===== config.mk =====
export PLATFORM = sky130hd
export DESIGN_NAME = saa_aggregator
export DESIGN_NICKNAME = d
export VERILOG_FILES = /design/src/saa_pkg.sv /design/src/saa_aggregator.sv
export SDC_FILE = /design/constraint.sdc
export NUM_CORES = 1
export LEC_CHECK = 0
export BUFFER_PORTS_ARGS = -buffer_cell sky130_fd_sc_hd__buf_2
export CAP_MARGIN = 10
export CORE_AREA = 2 2 138 140
export DETAILED_ROUTE_END_ITERATION = 10
export DIE_AREA = 0 0 140 142
export HOLD_SLACK_MARGIN = 0.08
export PLACE_DENSITY = 0.65
export SYNTH_ARGS = -nofsm -noshare
export SYNTH_HDL_FRONTEND = slang
export SYNTH_SLANG_ARGS = --single-unit

===== constraint.sdc =====
create_clock -name clk_i -period 3.7 [get_ports clk_i]
set_clock_uncertainty 0.2 [all_clocks]
set_input_delay 0.74 -clock clk_i [delete_from_list [all_inputs] [get_ports clk_i]]
set_output_delay 0.74 -clock clk_i [all_outputs]
set_load 0.02 [all_outputs]

===== src/saa_pkg.sv =====
/*
 * Constants and carrier types of the supply alarm aggregator.
 * Assumes an 8-bit register port driven by the serial bus access logic on the same clock.
 */
package saa_pkg;

	////////////////////////////////////////////////////////////////////////////////
	// Register offsets
	localparam logic [7:0] SAA_ADDR_QT     = 8'h8e;
	localparam logic [7:0] SAA_ADDR_OCTRL  = 8'h8f;
	localparam logic [7:0] SAA_ADDR_HMV    = 8'h90;
	localparam logic [7:0] SAA_ADDR_HMC    = 8'h91;
	localparam logic [7:0] SAA_ADDR_FMV    = 8'h92;
	localparam logic [7:0] SAA_ADDR_FMC    = 8'h93;
	localparam logic [7:0] SAA_ADDR_LMV    = 8'h94;
	localparam logic [7:0] SAA_ADDR_LMC    = 8'h95;
	localparam logic [7:0] SAA_ADDR_GPO    = 8'h98;
	localparam logic [7:0] SAA_ADDR_CMD    = 8'h99;
	localparam logic [7:0] SAA_ADDR_STV    = 8'h9a;
	localparam logic [7:0] SAA_ADDR_STC    = 8'h9b;
	localparam logic [7:0] SAA_ADDR_NVV    = 8'h9e;
	localparam logic [7:0] SAA_ADDR_NVC    = 8'h9f;

	////////////////////////////////////////////////////////////////////////////////
	// Field positions of the output control and command registers
	localparam int SAA_OC_HPOL  = 0;
	localparam int SAA_OC_HLAT  = 1;
	localparam int SAA_OC_HRST  = 2;
	localparam int SAA_OC_FPOL  = 3;
	localparam int SAA_OC_FLAT  = 4;
	localparam int SAA_OC_FRST  = 5;
	localparam int SAA_OC_OVIGN = 6;
	localparam int SAA_OC_CHSEL = 7;
	localparam int SAA_CMD_CLR  = 0;
	localparam int SAA_CMD_RST  = 1;

	////////////////////////////////////////////////////////////////////////////////
	// Quick-trip thresholds in mV, low and high member of each pair
	localparam logic [7:0] SAA_QT_OFF  = 8'h00;
	localparam logic [7:0] SAA_QT1_LO  = 8'h32;
	localparam logic [7:0] SAA_QT1_HI  = 8'h4b;
	localparam logic [7:0] SAA_QT2_LO  = 8'h4b;
	localparam logic [7:0] SAA_QT2_HI  = 8'h64;
	localparam logic [7:0] SAA_QT3_LO  = 8'h7d;
	localparam logic [7:0] SAA_QT3_HI  = 8'h96;
	localparam logic [7:0] SAA_REG_RST = 8'h00;

	////////////////////////////////////////////////////////////////////////////////
	// Carriers
	typedef struct packed {
		logic [3:0] overvoltage_flag;
		logic [3:0] undervoltage_flag;
		logic [3:0] overcurrent_flag;
		logic [3:0] window_alarm_flag;
	} saa_cond_s;

	typedef struct packed {
		logic       wr;
		logic [7:0] addr;
		logic [7:0] wdata;
	} saa_reg_req_s;

	typedef struct packed {
		logic [7:0]  qt_sel;
		logic [7:0]  out_ctrl;
		logic [15:0] hmask;
		logic [15:0] fmask;
		logic [15:0] lmask;
		logic [3:0]  gpo;
		logic [15:0] stat;
		logic [15:0] nv;
		logic        nv_irq_n;
		logic        health;
		logic        fault;
		logic        health_pin;
		logic        fault_pin;
		logic        soft_rst;
		logic [7:0]  rdata;
		logic [15:0] cond_s1;
		logic [15:0] cond_s2;
		logic        ovr_s1;
		logic        ovr_s2;
		logic        clr_s1;
		logic        clr_s2;
		logic [31:0] qt_mv;
	} saa_state_s;

	// Maps a 2-bit quick-trip code to a threshold; vref_hi picks the pair member
	function automatic logic [7:0] saa_qt_lookup(input logic [1:0] code, input logic vref_hi);
		logic [7:0] mv;
		case (code)
			2'h1: mv = vref_hi ? SAA_QT1_HI : SAA_QT1_LO;
			2'h2: mv = vref_hi ? SAA_QT2_HI : SAA_QT2_LO;
			2'h3: mv = vref_hi ? SAA_QT3_HI : SAA_QT3_LO;
			default: mv = SAA_QT_OFF;
		endcase
		return mv;
	endfunction

endpackage


===== src/saa_aggregator.sv =====
/*
 * Alarm aggregation logic: masks, health/failure indicators, status, NV fault latches,
 * general outputs, soft command. Assumes the serial bus access control presents a
 * same-clock register port, and that comparator flags and alarm pins are asynchronous.
 */
// Summary of operation
// - Quick-trip register holds 2-bit code per channel 4..7; 00 off, higher codes higher pairs.
// - Configuration reference bit picks which member of each quick-trip pair applies.
// - Output control bit 0 sets health indicator polarity, 1 active high.
// - Output control bit 1 latches the health indicator when set.
// - Output control bit 2 forces health false during device reset.
// - Output control bit 3 sets failure indicator polarity, 1 active high.
// - Output control bit 4 latches the failure indicator once asserted.
// - Output control bit 5 forces failure true during device reset.
// - Bit 6 low lets the undervoltage override suppress failure; high ignores it.
// - Bit 7 selects enabled or disabled channels as indicator sources.
// - Interrupt-clear input clears every latched health or failure condition.
// - Health is true only while all selected sources are within limits.
// - Failure is true when any selected source is out of limits.
// - First health mask: over-voltage 7..4 in bits 7..4, under-voltage in 3..0.
// - Second health mask: over-current 7..4 high nibble, limit alarms 3..0 low.
// - Failure masks share the health layout; a one activates failure.
// - Latch-masked conditions set NV fault latch bits and pull the NV interrupt low.
// - General output register sets the four open-collector output levels.
// - Command bit 0 clears all interrupts except the NV fault interrupt.
// - Command bit 1 starts a reset-output cycle and then clears itself.
// - Status registers are volatile read-only records of interrupt-causing conditions.
// - Driving the interrupt-clear input low clears both status registers.
// - NV latch bits persist and clear only when software writes zero there.
`timescale 1ns/100ps
module saa_aggregator (
	input  wire logic                 clk_i,
	input  wire logic                 sys_rst_i,
	input  wire saa_pkg::saa_cond_s   cond_i,
	input  wire logic [15:0]          chan_en_i,
	input  wire logic                 vref_sel_i,
	input  wire logic                 nv_latch_enable_i,
	input  wire logic                 undervolt_ignore_input_n_i,
	input  wire logic                 irq_clear_n_i,
	input  wire logic                 dev_reset_i,
	input  wire logic [15:0]          nv_image_i,
	input  wire saa_pkg::saa_reg_req_s reg_req_i,
	output logic [7:0]                reg_rdata_o,
	output logic                      healthy_o,
	output logic                      fault_o,
	output logic                      nv_failure_irq_n_o,
	output logic [15:0]               nv_image_o,
	output logic [3:0]                general_output_bit_o,
	output logic                      soft_reset_req_o,
	output logic [31:0]               quick_trip_mv_o
);
	import saa_pkg::*;

	saa_state_s  s;
	saa_state_s  next_s;
	logic        clr;
	logic        ovr_act;
	logic        wr_octrl;
	logic        h_raw;
	logic        f_raw;
	logic [15:0] src;
	logic [15:0] nv_hit;

	function automatic logic wr_hit(input saa_reg_req_s req, input logic [7:0] addr);
		return req.wr && (req.addr == addr);
	endfunction

	////////////////////////////////////////////////////////////////////////////////
	// Source selection and raw indicator terms
	always_comb begin
		// Soft clear acts in the same cycle as the write, pin clear after synchronising
		clr = ~s.clr_s2 | (wr_hit(reg_req_i, SAA_ADDR_CMD) & reg_req_i.wdata[SAA_CMD_CLR]);
		ovr_act = ~s.ovr_s2 & ~s.out_ctrl[SAA_OC_OVIGN];
		wr_octrl = wr_hit(reg_req_i, SAA_ADDR_OCTRL);
		src = s.cond_s2 & (s.out_ctrl[SAA_OC_CHSEL] ? ~chan_en_i : chan_en_i);
		h_raw = ~|(src & s.hmask);
		f_raw = (|(src & s.fmask)) & ~ovr_act;
		nv_hit = s.cond_s2 & s.lmask & {16{nv_latch_enable_i}};
	end

	////////////////////////////////////////////////////////////////////////////////
	// Next state
	always_comb begin
		logic h_eff;
		logic f_eff;
		logic [15:0] keep;
		h_eff = 1'b0;
		f_eff = 1'b0;
		keep = s.nv;
		next_s = s;
		next_s.cond_s1 = cond_i;
		next_s.cond_s2 = s.cond_s1;
		next_s.ovr_s1 = undervolt_ignore_input_n_i;
		next_s.ovr_s2 = s.ovr_s1;
		next_s.clr_s1 = irq_clear_n_i;
		next_s.clr_s2 = s.clr_s1;

		case (1'b1)
			wr_hit(reg_req_i, SAA_ADDR_QT):    next_s.qt_sel = reg_req_i.wdata;
			wr_hit(reg_req_i, SAA_ADDR_OCTRL): next_s.out_ctrl = reg_req_i.wdata;
			wr_hit(reg_req_i, SAA_ADDR_HMV):   next_s.hmask[15:8] = reg_req_i.wdata;
			wr_hit(reg_req_i, SAA_ADDR_HMC):   next_s.hmask[7:0] = reg_req_i.wdata;
			wr_hit(reg_req_i, SAA_ADDR_FMV):   next_s.fmask[15:8] = reg_req_i.wdata;
			wr_hit(reg_req_i, SAA_ADDR_FMC):   next_s.fmask[7:0] = reg_req_i.wdata;
			wr_hit(reg_req_i, SAA_ADDR_LMV):   next_s.lmask[15:8] = reg_req_i.wdata;
			wr_hit(reg_req_i, SAA_ADDR_LMC):   next_s.lmask[7:0] = reg_req_i.wdata;
			wr_hit(reg_req_i, SAA_ADDR_GPO):   next_s.gpo = reg_req_i.wdata[3:0];
			wr_hit(reg_req_i, SAA_ADDR_NVV):   keep[15:8] = s.nv[15:8] & reg_req_i.wdata;
			wr_hit(reg_req_i, SAA_ADDR_NVC):   keep[7:0] = s.nv[7:0] & reg_req_i.wdata;
			default: ;
		endcase

		// Writing one cannot set a latch; a new hit in the clearing cycle still wins
		next_s.nv = keep | nv_hit;
		next_s.nv_irq_n = ~|next_s.nv;
		next_s.stat = (clr ? 16'h0000 : s.stat) | src;

		// Clear re-evaluates rather than zeroes, so a condition still present survives it
		if (clr || !s.out_ctrl[SAA_OC_HLAT]) begin
			next_s.health = h_raw;
		end else begin
			next_s.health = s.health & h_raw;
		end
		if (clr || !s.out_ctrl[SAA_OC_FLAT]) begin
			next_s.fault = f_raw;
		end else begin
			next_s.fault = s.fault | f_raw;
		end
		h_eff = next_s.health & ~(dev_reset_i & s.out_ctrl[SAA_OC_HRST]);
		f_eff = next_s.fault | (dev_reset_i & s.out_ctrl[SAA_OC_FRST]);
		next_s.health_pin = s.out_ctrl[SAA_OC_HPOL] ? h_eff : ~h_eff;
		next_s.fault_pin = s.out_ctrl[SAA_OC_FPOL] ? f_eff : ~f_eff;

		// One-cycle request; the command bit never reads back as one
		next_s.soft_rst = wr_hit(reg_req_i, SAA_ADDR_CMD) & reg_req_i.wdata[SAA_CMD_RST];

		// Channel 4 owns the top code bits but the bottom output byte
		for (int ch = 0; ch < 4; ch++) begin
			next_s.qt_mv[ch*8 +: 8] = saa_qt_lookup(s.qt_sel[(3 - ch)*2 +: 2], vref_sel_i);
		end

		case (reg_req_i.addr)
			SAA_ADDR_QT:    next_s.rdata = s.qt_sel;
			SAA_ADDR_OCTRL: next_s.rdata = s.out_ctrl;
			SAA_ADDR_HMV:   next_s.rdata = s.hmask[15:8];
			SAA_ADDR_HMC:   next_s.rdata = s.hmask[7:0];
			SAA_ADDR_FMV:   next_s.rdata = s.fmask[15:8];
			SAA_ADDR_FMC:   next_s.rdata = s.fmask[7:0];
			SAA_ADDR_LMV:   next_s.rdata = s.lmask[15:8];
			SAA_ADDR_LMC:   next_s.rdata = s.lmask[7:0];
			SAA_ADDR_GPO:   next_s.rdata = {4'h0, s.gpo};
			SAA_ADDR_STV:   next_s.rdata = s.stat[15:8];
			SAA_ADDR_STC:   next_s.rdata = s.stat[7:0];
			SAA_ADDR_NVV:   next_s.rdata = s.nv[15:8];
			SAA_ADDR_NVC:   next_s.rdata = s.nv[7:0];
			default:        next_s.rdata = SAA_REG_RST;
		endcase

		// Latches reload from the nonvolatile image; everything else starts clean
		if (sys_rst_i) begin
			next_s = '0;
			next_s.health = 1'b1;
			next_s.fault_pin = 1'b1;
			next_s.ovr_s1 = 1'b1;
			next_s.ovr_s2 = 1'b1;
			next_s.clr_s1 = 1'b1;
			next_s.clr_s2 = 1'b1;
			next_s.nv = nv_image_i;
			next_s.nv_irq_n = ~|nv_image_i;
		end
	end

	always_ff @(posedge clk_i) begin
		s <= next_s;
	end

	assign reg_rdata_o = s.rdata;
	assign healthy_o = s.health_pin;
	assign fault_o = s.fault_pin;
	assign nv_failure_irq_n_o = s.nv_irq_n;
	assign nv_image_o = s.nv;
	assign general_output_bit_o = s.gpo;
	assign soft_reset_req_o = s.soft_rst;
	assign quick_trip_mv_o = s.qt_mv;
endmodule


==> summary.txt <==
Pwr
  • Pwr dens: 454.4 mW/mm^2
  • Net Sw Power: 1.074 mW
  • Leak: 3.788 nW
  • Switching share of power: 26.23%
  • Flop pwr share: 49.1%
  • P_int: 3.022 mW
  • Clk pwr share: a little over two fifths
  • Max VDD drop: 0.3452 mV
  • Combinational power share: under 10%

Placed design
  • # port buffers: 135
  • Placed instance area: roughly 0.0084 sq mm
  • Place WS: 0.6178 ns
  • Final RePlAce weighted congestion: 0.9473
  • Post-detailed-placement half-perimeter wirelength: 17.77 mm
  • Placed cells: 1157

Synthesis
  • Asr flop ratio synth: 0%
  • Cells after Synth: 903
  • Yosys cell types: 57
  • Dominant synthesized flop cell: dfxtp_1
  • Yosys warnings: 0
  • Syn Std Cell Area: 0.008112 sq mm
  • Seq/Total Area, Yosys: 43.93%
  • Seq cells post-synth: 178
  • Mean Syn Cell Area: 8.983 sq um
  • Syn nets: 975
  • Number of flops mapped to enable cells by yosys: 0

Setup path
  • Setup CP Type: in -> reg
  • Register-to-register setup slack: 1.11 ns
  • R2R Path Start: s[173]
  • Worst Path Max Fanout: 20
  • Path depth of the worst reg2reg path: 7
  • R2r endpoint: fault_o
  • Worst Path Required: 3.78 ns
  • Arr. time, crit path: 2.76 ns
  • Crit. End Element: flip-flop
  • Worst setup SP type: input port

CTS
  • Root buffer selected by CTS: clkbuf_16
  • Resize count post-CTS: 0
  • # hold bufs at CTS: 0
  • Deepest clock path buffer count: 2
  • Post-CTS Setup Inserts: 0
  • CTS Buf Count: 17
  • Worst-path clk slew: ~0.08 ns
  • CTS tree: yes
  • H-tree depth: 4
  • Clk sinks: around 180
  • Clk_lat worst skew: 0.44 ns

Drt
  • Routed via count: ~6800
  • Final wirelength: 24.56 mm
  • DRT iter0 DRCs: 851
  • Vias/cell: 5.743
  • Routed WL per cell: 20.64 um
  • DRC: 16
  • Post-route ant nets: 0
  • Drt first pass iters: 10

Global route
  • Initial antenna violation count: 0
  • Vias in the first global route: 6311
  • Gr usage total: approximately a quarter
  • First-pass GRT wire length: 36.70 mm
  • Largest net degree at the start of global routing: 98
  • Gr ovfl total: 0

Timing
  • Period minus WS final: between 2 and 3 ns
  • Upper clock frequency limit: 373.5 MHz
  • Final worst slack: roughly 1.0 ns
  • Unrepaired setup endpoints after global routing: false
  • Slew headroom: 35.73%
  • Fin. Hold Viols: 0
  • Worst-margin pin slew: roughly 0.96 ns
  • Final period utilization: between 70% and 80%
  • Slew Limit Fails: 0
  • Final setup vio count: 0
  • Final setup TNS: 0 ns

Floorplan
  • Ports: 136
  • Core Box Area: 0.01846 sq mm
  • Die span in x: 140 um
  • Initial Util: between 40% and 50%
  • Row count: 50
  • Die Height: 142 um
  • Die area: 0.01988 sq mm

Min path
  • Worst hold path class: reg -> reg
  • WHS Endpoint: s[32]
  • Worst hold start: s[33]
  • WHS Path Cells: 1

Run status
  • Failing checks: DRC
  • Outcome: complete, but fails checks

Layout
  • Nets: 1014
  • Layout Cells excl Fill: 1190
  • P&R area growth vs syn: 11.12%
  • Post-layout instance area: 0.009014 sq mm
  • Share of post-route cells with drive strength above 1: 21.68%

Flow run
  • Max_cap viols: 0
state kept, by name, summed over array words and instances, names as in the netlist:
name / count
healthy_o: 1
quick_trip_mv_o: 28
s: 118
reg_rdata_o: 8
general_output_bit_o: 4
soft_reset_req_o: 1
nv_image_o: 16
fault_o: 1
nv_failure_irq_n_o: 1
layout by cell type, fill, tap and decap left out, types with 8 or more instances in the layout:
cell type,netlist,routed
nand4_1,11,11
nor2b_1,40,40
nor3b_1,9,9
a32o_1,8,8
mux2_2,8,8
o21ai_0,12,12
nand4b_1,9,9
or2_2,12,12
nor2_1,94,94
nand3_1,58,58
mux2i_1,65,65
buf_4,61,13
a21oi_1,50,50
a22oi_1,25,25
xor2_1,16,16
a22o_1,9,9
a31oi_1,13,13
a32oi_1,10,10
dfxtp_1,178,178
clkbuf_16,0,17
nand2_1,62,62
buf_2,9,134
and3_1,10,10
through the flow:
stage | util, % | total power, mW | hold WS [ns]
after floorplan | - | 2.234 | 0.1895
after global placement | 45.70 | 2.349 | 0.1916
after detailed placement | 45.70 | 2.351 | 0.1975
after CTS | 48.83 | 4.105 | 0.2142
after global routing | 48.83 | 4.209 | 0.2312
final | 48.84 | 4.096 | 0.2110
how the worst max path moves through the flow:
stage | start | to | slack [ns] | depth (start not counted)
final | reg_req_i[12] | s[122] | 1.02 | 7
after global routing | reg_req_i[12] | s[120] | 0.88 | 7
after CTS | reg_req_i[12] | s[122] | 1.07 | 7
after detailed placement | reg_req_i[12] | s[122] | 0.62 | 7
after global placement | reg_req_i[12] | s[121] | 0.67 | 7
after floorplan | nv_latch_enable_i | nv_failure_irq_n_o | 1.32 | 7
layout make-up:
| cell class | count | area, sq um |
|---|---|---|
| Clock inverter | 13 | 143.9 |
| Multi-Input combinational cell | 590 | 3780 |
| Timing Repair Buffer | 147 | 768.2 |
| Antenna cell | 1 | 2.502 |
| Sequential cell | 178 | 3563 |
| Clock buffer | 19 | 432.9 |
| Fill cell | 1781 | 9442 |
| Inverter | 8 | 30.03 |
| Tap cell | 234 | 292.8 |
logic make-up after synthesis:
group / count (synthesis) / synth area share, %
compound gates: 156 / 12.99
buf+inv: 135 / 9.533
mux: 76 / 9.964
flops: 178 / 43.93
xor+xnor: 16 / 1.728
simple gates: 342 / 21.86
routing by layer:
metal	routed length [um]	track usage, %
met1	10440	31.97
met2	11020	39.23
met3	2164	5.350
met4	929	9.995
met5	0	0
power groups by stage:
stage	registers [mW]	clock network [mW]	logic (mW)
after detailed placement	2.05	0	0.299
after global routing	2.01	1.87	0.327
after global placement	2.05	0	0.299
after floorplan	2.02	0	0.211
final	2.01	1.78	0.304
after CTS	2.01	1.80	0.300
critical path: stages:
cell and delay, ns:
buf_2 0.37, and4bb_2 0.38, and3_1 0.54, and2_1 0.28, nand2_1 0.22, nand2_1 0.14, a21oi_1 0.07
cells in the mapped netlist (2+ instances only):
cell type	instances	area, sq um
buf_4	61	457.9
a31oi_1	13	81.33
mux2i_1	65	650.6
clkbuf_2	2	10.01
nand2b_1	5	31.28
and4b_1	2	20.02
or3_1	2	12.51
nand4b_1	9	78.83
clkbuf_1	48	180.2
a21oi_1	50	250.2
a221oi_1	3	26.28
or4_1	4	30.03
o22ai_1	7	43.79
or2_2	12	75.07
a22o_1	9	78.83
nor3b_1	9	67.56
dfxtp_1	178	3563
o31ai_1	2	15.01
nand3_1	58	290.3
and3_1	10	62.56
nand2_1	62	232.7
a32oi_1	10	87.58
nor2b_1	40	250.2
and2_1	3	18.77
nand4_1	11	68.82
nand3_2	3	30.03
mux2_2	8	90.09
a32o_1	8	80.08
xor2_1	16	140.1
o32ai_1	2	17.52
buf_1	5	18.77
a211oi_1	6	45.04
buf_2	9	45.04
mux4_2	3	67.56
nor2_1	94	352.8
nand3b_1	5	37.54
inv_1	7	26.28
nor4_1	4	25.02
a22oi_1	25	187.7
nor3_1	4	20.02
o31a_1	2	17.52
o21ai_0	12	60.06
Power figures use the tool's default switching activity.
